===== src/design/flow_pkg.sv =====
/*
 * constants for the program-flow, return-stack, indirect access and
 * irq enable block: register indices, field positions, reset values.
 * assumes a word-wide wishbone slave where the byte address is four
 * times the register index.
 */
package flow_pkg;
   // register indices; byte address is index * 4
   localparam logic [8:0] IDX_WINDOW = 9'h000;
   localparam logic [8:0] IDX_LOW_BYTE = 9'h002;
   localparam logic [8:0] IDX_POINTER = 9'h004;
   localparam logic [8:0] IDX_HOLDING = 9'h00a;
   localparam logic [8:0] IDX_IRQCTL = 9'h00b;
   localparam logic [8:0] IDX_IRQCTL_ALIAS = 9'h08b;
   localparam logic [4:0] IDX_RAM_PAGE = 5'h02;
   localparam logic [8:0] IDX_EVT_STATUS = 9'h040;
   localparam logic [8:0] IDX_EVT_MASK = 9'h041;
   localparam int RAM_WORDS = 16;

   // irq_enable_ctl fields
   localparam int GLOBAL_EN_BIT = 7;
   localparam int EEPROM_EN_BIT = 6;
   localparam int TIMER_EN_BIT = 5;
   localparam int PIN_EN_BIT = 4;
   localparam int PORT_EN_BIT = 3;
   localparam int TIMER_FLAG_BIT = 2;
   localparam int PIN_FLAG_BIT = 1;
   localparam int PORT_FLAG_BIT = 0;
   localparam logic [7:0] IRQCTL_RST = 8'h00;

   // program flow
   localparam int PC_W = 13;
   localparam int STACK_DEPTH = 8;
   localparam logic [12:0] PC_RST = 13'h0000;
   localparam logic [12:0] IRQ_VECTOR = 13'h0004;
   localparam logic [4:0] HOLDING_RST = 5'h00;
   localparam logic [7:0] POINTER_RST = 8'h00;

   // event status / mask fields
   localparam int EVT_W = 4;
   localparam int EVT_PUSH = 0;
   localparam int EVT_POP = 1;
   localparam int EVT_WRAP = 2;
   localparam int EVT_IRQ = 3;
   localparam logic [3:0] EVT_MASK_RST = 4'h0;
endpackage


===== src/design/program_flow_irq_enable.sv =====
/*
 * program counter, 8-level circular return stack, indirect register
 * window and irq enable/flag register of a small 8-bit core, with a
 * classic wishbone slave and an event interrupt output.
 * assumes the core pulses the flow inputs for one cycle each and that
 * the timer, pin and port-change sources give one-cycle event pulses.
 */
module program_flow_irq_enable
   import flow_pkg::*;
(
   // clock and reset
   input wire logic clk_sys_i,
   input wire logic rst_i,
   // wishbone slave
   input wire logic wb_cyc_i,
   input wire logic wb_stb_i,
   input wire logic wb_we_i,
   input wire logic [11:0] wb_adr_i,
   input wire logic [3:0] wb_sel_i,
   input wire logic [31:0] wb_dat_i,
   output logic [31:0] wb_dat_o,
   output logic wb_ack_o,
   // core flow strobes
   input wire logic pc_step_i,
   input wire logic call_i,
   input wire logic [10:0] call_target_i,
   input wire logic return_i,
   input wire logic irq_exit_i,
   input wire logic irq_branch_i,
   // interrupt source events
   input wire logic timer_overflow_evt_i,
   input wire logic ext_pin_evt_i,
   input wire logic port_change_evt_i,
   // outputs
   output logic [12:0] program_counter_o,
   output logic irq_request_o,
   output logic irq_o
);

   typedef struct packed {
      logic [PC_W-1:0] pc;
      logic [4:0] holding;
      logic [7:0] irqctl;
      logic [7:0] pointer;
      logic [STACK_DEPTH-1:0][PC_W-1:0] stack;
      logic [2:0] sp;
      logic [3:0] depth;
      logic [RAM_WORDS-1:0][7:0] ram;
      logic [EVT_W-1:0] evt;
      logic [EVT_W-1:0] mask;
      logic ack;
      logic [7:0] dat;
      logic irq_req;
      logic irq;
   } state_s;

   state_s q_r;
   state_s q_nxt;

   logic [8:0] idx;
   logic [8:0] tgt;
   logic self_ref;
   logic acc;
   logic wr;
   logic rd;
   logic push;
   logic pop;
   logic [EVT_W-1:0] evt_set;
   logic [PC_W-1:0] top_entry;

   // window redirects through pointer; bank bit is ignored
   always_comb begin
      idx = wb_adr_i[10:2];
      self_ref = 1'b0;
      tgt = idx;
      if (idx == IDX_WINDOW) begin
         tgt = {1'b0, q_r.pointer};
         self_ref = (q_r.pointer == 8'h00);
      end
   end

   assign acc = wb_cyc_i && wb_stb_i && !q_r.ack && !wb_adr_i[11];
   // a write lands at the edge where the master sees ack, so that the
   // register and the bus cycle never disagree about when it happened
   assign wr = wb_cyc_i && wb_stb_i && wb_we_i && wb_sel_i[0] &&
      q_r.ack && !wb_adr_i[11];
   assign rd = acc && !wb_we_i;
   // interrupt branch wins over call; a return in the same cycle loses
   assign push = irq_branch_i || call_i;
   assign pop = !push && (return_i || irq_exit_i);
   assign top_entry = q_r.stack[q_r.sp - 3'd1];

   function automatic logic [7:0] read_reg(input state_s s,
                                           input logic [8:0] a);
      logic [7:0] v;
      v = 8'h00;
      if (a[8:4] == IDX_RAM_PAGE) begin
         v = s.ram[a[3:0]];
      end else begin
         unique case (a)
            IDX_LOW_BYTE: v = s.pc[7:0];
            IDX_POINTER: v = s.pointer;
            IDX_HOLDING: v = {3'h0, s.holding};
            IDX_IRQCTL, IDX_IRQCTL_ALIAS: v = s.irqctl;
            IDX_EVT_STATUS: v = {4'h0, s.evt};
            IDX_EVT_MASK: v = {4'h0, s.mask};
            default: v = 8'h00;
         endcase
      end
      return v;
   endfunction

   always_comb begin
      q_nxt = q_r;
      evt_set = '0;
      q_nxt.ack = wb_cyc_i && wb_stb_i && !q_r.ack;
      q_nxt.dat = 8'h00;
      if (rd && !self_ref) begin
         q_nxt.dat = read_reg(q_r, tgt);
      end
      // register writes; a write through the window to itself is dropped
      if (wr && !self_ref) begin
         if (tgt[8:4] == IDX_RAM_PAGE) begin
            q_nxt.ram[tgt[3:0]] = wb_dat_i[7:0];
         end else begin
            unique case (tgt)
               IDX_POINTER: q_nxt.pointer = wb_dat_i[7:0];
               IDX_HOLDING: q_nxt.holding = wb_dat_i[4:0];
               // flags are cleared only by this write
               IDX_IRQCTL, IDX_IRQCTL_ALIAS: begin
                  q_nxt.irqctl = wb_dat_i[7:0];
               end
               IDX_EVT_MASK: q_nxt.mask = wb_dat_i[EVT_W-1:0];
               default: q_nxt.pointer = q_nxt.pointer;
            endcase
         end
      end
      // read of the event status clears it
      if (rd && !self_ref && tgt == IDX_EVT_STATUS) begin
         q_nxt.evt = '0;
      end
      // program counter; a low-byte write takes bits 12:8 from holding, a call only bits 12:11
      if (irq_branch_i) begin
         q_nxt.pc = IRQ_VECTOR;
      end else if (call_i) begin
         q_nxt.pc = {q_r.holding[4:3], call_target_i};
      end else if (pop) begin
         q_nxt.pc = q_r.stack[q_r.sp - 3'd1];
      end else if (wr && !self_ref && tgt == IDX_LOW_BYTE) begin
         q_nxt.pc = {q_r.holding, wb_dat_i[7:0]};
      end else if (pc_step_i) begin
         q_nxt.pc = q_r.pc + 13'd1;
      end
      // stack; holding is not touched here
      if (push) begin
         q_nxt.stack[q_r.sp] = q_r.pc;
         q_nxt.sp = q_r.sp + 3'd1;
         evt_set[EVT_PUSH] = 1'b1;
         if (q_r.depth == 4'(STACK_DEPTH)) begin
            evt_set[EVT_WRAP] = 1'b1;
         end else begin
            q_nxt.depth = q_r.depth + 4'd1;
         end
      end else if (pop) begin
         q_nxt.sp = q_r.sp - 3'd1;
         evt_set[EVT_POP] = 1'b1;
         if (q_r.depth != 4'd0) begin
            q_nxt.depth = q_r.depth - 4'd1;
         end
      end
      // the branch masks further interrupts until the exit restores it
      if (irq_branch_i) begin
         q_nxt.irqctl[GLOBAL_EN_BIT] = 1'b0;
         evt_set[EVT_IRQ] = 1'b1;
      end else if (irq_exit_i && pop) begin
         q_nxt.irqctl[GLOBAL_EN_BIT] = 1'b1;
      end
      // hardware set wins over a software clear in the same cycle
      if (timer_overflow_evt_i) begin
         q_nxt.irqctl[TIMER_FLAG_BIT] = 1'b1;
      end
      if (ext_pin_evt_i) begin
         q_nxt.irqctl[PIN_FLAG_BIT] = 1'b1;
      end
      if (port_change_evt_i) begin
         q_nxt.irqctl[PORT_FLAG_BIT] = 1'b1;
      end
      q_nxt.evt = q_nxt.evt | evt_set;
      // registered request: one cycle behind the bits it is built from
      q_nxt.irq_req = q_r.irqctl[GLOBAL_EN_BIT] &&
         ((q_r.irqctl[TIMER_EN_BIT] && q_r.irqctl[TIMER_FLAG_BIT]) ||
          (q_r.irqctl[PIN_EN_BIT] && q_r.irqctl[PIN_FLAG_BIT]) ||
          (q_r.irqctl[PORT_EN_BIT] && q_r.irqctl[PORT_FLAG_BIT]));
      q_nxt.irq = |(q_nxt.evt & q_r.mask);
   end

   always_ff @(posedge clk_sys_i or posedge rst_i) begin
      if (rst_i) begin
         q_r.pc <= PC_RST;
         q_r.holding <= HOLDING_RST;
         q_r.irqctl <= IRQCTL_RST;
         q_r.pointer <= POINTER_RST;
         q_r.stack <= '0;
         q_r.sp <= 3'h0;
         q_r.depth <= 4'h0;
         q_r.ram <= '0;
         q_r.evt <= '0;
         q_r.mask <= EVT_MASK_RST;
         q_r.ack <= 1'b0;
         q_r.dat <= 8'h00;
         q_r.irq_req <= 1'b0;
         q_r.irq <= 1'b0;
      end else begin
         q_r <= q_nxt;
      end
   end

   assign wb_ack_o = q_r.ack;
   assign wb_dat_o = {24'h000000, q_r.dat};
   assign program_counter_o = q_r.pc;
   assign irq_request_o = q_r.irq_req;
   assign irq_o = q_r.irq;
endmodule


===== config.mk =====
export PLATFORM = sky130hd
export DESIGN_NAME = program_flow_irq_enable
export DESIGN_NICKNAME = d
export VERILOG_FILES = /design/src/design/flow_pkg.sv /design/src/design/program_flow_irq_enable.sv
export SDC_FILE = /design/constraint.sdc
export NUM_CORES = 1
export LEC_CHECK = 0
export ABC_AREA = 1
export BUFFER_PORTS_ARGS = -buffer_cell sky130_fd_sc_hd__buf_2
export CORE_MARGIN = 1
export CORE_UTILIZATION = 60
export CTS_BUF_LIST = sky130_fd_sc_hd__clkbuf_4 sky130_fd_sc_hd__clkbuf_8 sky130_fd_sc_hd__clkbuf_16
export DETAILED_ROUTE_END_ITERATION = 12
export GPL_ROUTABILITY_DRIVEN = 1
export HOLD_SLACK_MARGIN = 0.15
export PLACE_DENSITY = 0.8
export SLEW_MARGIN = 10
export SYNTH_ARGS = -nofsm -noshare
export SYNTH_HDL_FRONTEND = slang
export SYNTH_SLANG_ARGS = --single-unit

===== constraint.sdc =====
create_clock -name clk_sys_i -period 12.8 [get_ports clk_sys_i]
set_clock_uncertainty 0.15 [all_clocks]
set_input_delay 2.56 -clock clk_sys_i [delete_from_list [all_inputs] [get_ports clk_sys_i]]
set_output_delay 2.56 -clock clk_sys_i [all_outputs]
set_load 0.03 [all_outputs]

# Yosys cells after proc, flatten, opt, wreduce, memory -nomap -nowiden
# Cells that the tools add are included.
# word_totals
inputBits	72
word_cells	162
regBits	292
out_inout_bits	48
# classes
n_reduce_logical	55
eq_ne	14
n_lt_le_gt_ge	5
n_mux	40
addsub	5
n_bitwise	3
# ops
op	n
$bwmux 128	1
$bwmux 104	1
$mux 13	7
$mux 8	6
$pmux 8 s6	1
$bmux 13 s3	1
$demux 13 s3	1
$bmux 8 s4	1
$demux 8 s4	1
$mux 16	2
$reduce_and 3->1	9
$logic_and 1x1->1	20
$eq 9x4->1 const B	2
$eq 9x7->1 const B	2
$reduce_bool 2->1	8
$mux 7	2
$add 13x1->13 const B	1
$mux 1	12
$mux 4	3
$eq 9x2->1 const B	1
$eq 9x3->1 const B	1
$eq 9x8->1 const B	1
$logic_not 9->1	1
$mux 9	1
other kinds (24)	36

# Longest topological paths before layout
# logic_depth
depth_word	11
mapped_depth	18
depth_no_buf	17

# Least setup slack after synthesis
# OpenSTA, ideal clock, no wires.
# synth_path
kind	input to register
start	in wb_adr_i[3]
end	reg q_r, in the netlist wb_dat_o[5]
path_buffers	1
arrival_ns	4.010
required_ns	12.528
setup_time_ns	0.122
setup_slack_ns	8.518
stages	14
cell_sequence	nor2_1 nand2_2 nor2_8 nand3_2 nand2_2 nand2_4 buf_2 or2_2 nand3_1 nand2_1 nand2_1 o21ai_1 nand2_1 nor2_1
# synth_lines
item	line	rtl
start, declared	program_flow_irq_enable.sv:18	input wire logic [11:0] wb_adr_i,
end signal, assigned	program_flow_irq_enable.sv:214	q_r <= q_nxt;
end, declared	program_flow_irq_enable.sv:57	state_s q_r;

# Worst setup path after layout
# layout_path
start	in wb_adr_i[10]
end	reg q_r, in the netlist program_counter_o[11]
# layout_between
elab_chain_len	9
word_cells_on_any_way	12
cone_classes	eq/ne (1); mux (6); reduce/logical (5)
# layout_lines
item	line	rtl
branches (longest 4 deep; another with $logic_not 9->1)	-	
$logic_and 1x1->1 (*)	program_flow_irq_enable.sv:149	end else if (wr && !self_ref && tgt == IDX_LOW_BYTE) begin
$mux 13	program_flow_irq_enable.sv:149	
$mux 13	program_flow_irq_enable.sv:147	end else if (pop) begin
$mux 13	program_flow_irq_enable.sv:145	end else if (call_i) begin
$mux 13	program_flow_irq_enable.sv:143	if (irq_branch_i) begin
# Mark *: on every way between the ends.
# A chain may end at the register's enable or synchronous reset.

==> metrics.txt <==
Post-Place Setup Slack 7.05 ns; Min-Delay Path Class reg2reg; synthesized netlist cell count 1865; Sum Neg Setup Slack 0 ns; post-layout min period 5.32 ns; Final Slew Violations 0; final antenna-violating net count 0; initial antenna violation count 0; ANT cells 0; Vias/cell 5.79; Max Clock Freq 188 MHz; Leak Pwr 7.77 nW; cells taking the most area after synthesis dfrtp_1 49%, nand2_1 14%, o21ai_0 6.1%, o21ai_1 4.4%, inv_1 2.8%; Seq/Total Area, Yosys 49.2%; GRT overflow 0; #FFs+latches synth 292; Reg2Reg Depth 12; CTS tree done; CP endpoint kind flop; Inst Count DP 2142; Mapped Area 14900 um2; post_cts resized 0; starting density of the core 61.1%; vias 12700; CTS HTree Levels 1; Max VDD drop 0.195 mV; Port Buffers 66; Worst Path Max Fanout 31; share of layout cells above drive strength 1 11.6%; Max Cap Viol 0; number of global-route vias before repair 11900; first-pass GRT wire length 62.7 mm; Period Utilization, post-route 41.6%; most frequent cells in the layout 567 x nand2_1, 292 x dfrtp_1, 181 x o21ai_0, 130 x o21ai_1, 110 x inv_1; final setup margin 7.48 ns; area delta synth->final 7.60%; commonest non-fill, non-tap cell in the layout nand2_1; status finished, final reports clean; Avg WL per Cell 17.7 um; largest net degree at the start of global routing 136; Layout Cells excl Fill 2196; Final Cell Area 16000 um2; worst skew pair latency 0.57 ns; final setup fails 0; die width 159 um; DRT Wirelength 38.9 mm; GP Congestion 0.911; DP Area 14900 um2; yosys warns 0; GRT Overall Usage 30.9%; nets 1928; IO Count 120; Clock transition at path regs 0.06 ns; Crit Path Category in2reg; crit start category input pin; initial DRC count 1660; num rows 57; cell taking the most area after synthesis dfrtp_1; pwr dens 180 nW/um2; die area 25400 um2; post-synth cell types 41; relative slew slack 18.2%; WP data required 13.14 ns; clk buf depth 3; die height 159 um; post-DP HPWL 24.1 mm; DRC 0; clock root buffer clkbuf_16; Worst EP arrival 5.66 ns; total CTS buffers 30; Hold Fails Final Rpt 0; Slew @ Worst Pin 1.22 ns; RSZ-0062 raised after global routing no; area share of the largest cell type after synthesis 49.2%; Syn Area/Cell 7.97 um2; CTS Sinks 292; DRT Pass-1 Iters 5; Core Area 24300 um2; cts hold-fix bufs 0; hold depth 1; post-CTS setup buffer count 0
-- worst max-delay path, cell delays in order --
cell and delay [ns]:
buf_2 0.14, nor2_1 0.14, nand2_2 0.10, nor2_8 0.18
nand3_2 0.10, nand2_2 0.43, nand2_4 0.41, nor2_8 0.37
nand3_4 0.22, nand2_2 0.18, nand2_2 0.26, a21oi_1 0.34
nand2_1 0.13, nand2_1 0.08
-- metrics by stage --
step	hold slack, ns	utilization [%]	power, mW
floorplan	0.295	-	1.74
global placement	0.304	61.4	1.89
detailed placement	0.313	61.4	1.92
CTS	0.325	65.8	2.86
global route	0.355	65.8	3.01
finish	0.323	65.8	2.88
-- cell usage after synthesis (all sizes together) --
master	n
clkinv	3
o22ai	15
conb	1
dfrtp	292
fa	1
nand2	603
xor2	13
buf	81
nor3	11
nor2	124
xnor2	3
clkbuf	58
a31oi	1
a22oi	15
a21oi	49
nor4	3
or2	48
nand3	62
nand4	25
a22o	1
ha	5
a32oi	9
o211ai	6
inv	125
o21ai	311
-- kinds of logic after synthesis --
logic type	share of synthesized area (%)
adder cells (fa/ha/maj)	0.556
AND/OR/NAND/NOR	26.3
buffers and inverters	8.55
AO/OA/AOI/OAI	14.4
XOR/XNOR	0.943
flip-flops	49.2
other	0.0252
-- sequential cells by signal (all words and copies together), names as in the netlist --
register and flops:
q_r 268, irq_request_o 1, irq_o 1, wb_dat_o 8
program_counter_o 13, wb_ack_o 1
-- area by class of cell --
| cell class | instances | area [um2] |
|---|---|---|
| multi-input cells | 1329 | 6370 |
| clock buffers | 43 | 910 |
| fillers | 1948 | 8330 |
| inverters | 128 | 488 |
| repair buffers | 69 | 353 |
| flip-flops and latches | 292 | 7310 |
| clock inverters | 11 | 159 |
| well taps | 324 | 405 |
-- path summary, 6_finish.rpt --
kind                                      start                                 to  slack (ns)
max                                wb_adr_i[10]  program_counter_o[11]$_DFFE_PP0P_        7.48
min                          wb_ack_o$_DFF_PP0_                 wb_ack_o$_DFF_PP0_        0.32
max reg2reg                q_r[151]$_DFFE_PP0P_   program_counter_o[4]$_DFFE_PP0P_        7.65
min reg2reg                  wb_ack_o$_DFF_PP0_                 wb_ack_o$_DFF_PP0_        0.32
max in group asynchronous                 rst_i               q_r[230]$_DFFE_PP0P_        8.85
min in group asynchronous                 rst_i                q_r[87]$_DFFE_PP0P_        2.03
-- report_power, final --
part           internal [mW]  switching (mW)
sequential              1.07          0.0933
combinational          0.243           0.535
clock                  0.571           0.365
total                   1.89           0.994
-- layer usage --
metal / track usage [%] / share of wire (%) / up-vias / wire length (um)
met4: 8.74 / 2.1 / 0 / 801
li1: - / - / 5951 / -
met2: 47.8 / 45 / 649 / 17600
met3: 5.29 / 9.7 / 74 / 3770
met5: 0 / 0 / - / 0
met1: 45.1 / 43 / 6046 / 16800
Power figures use the tool's default switching activity.
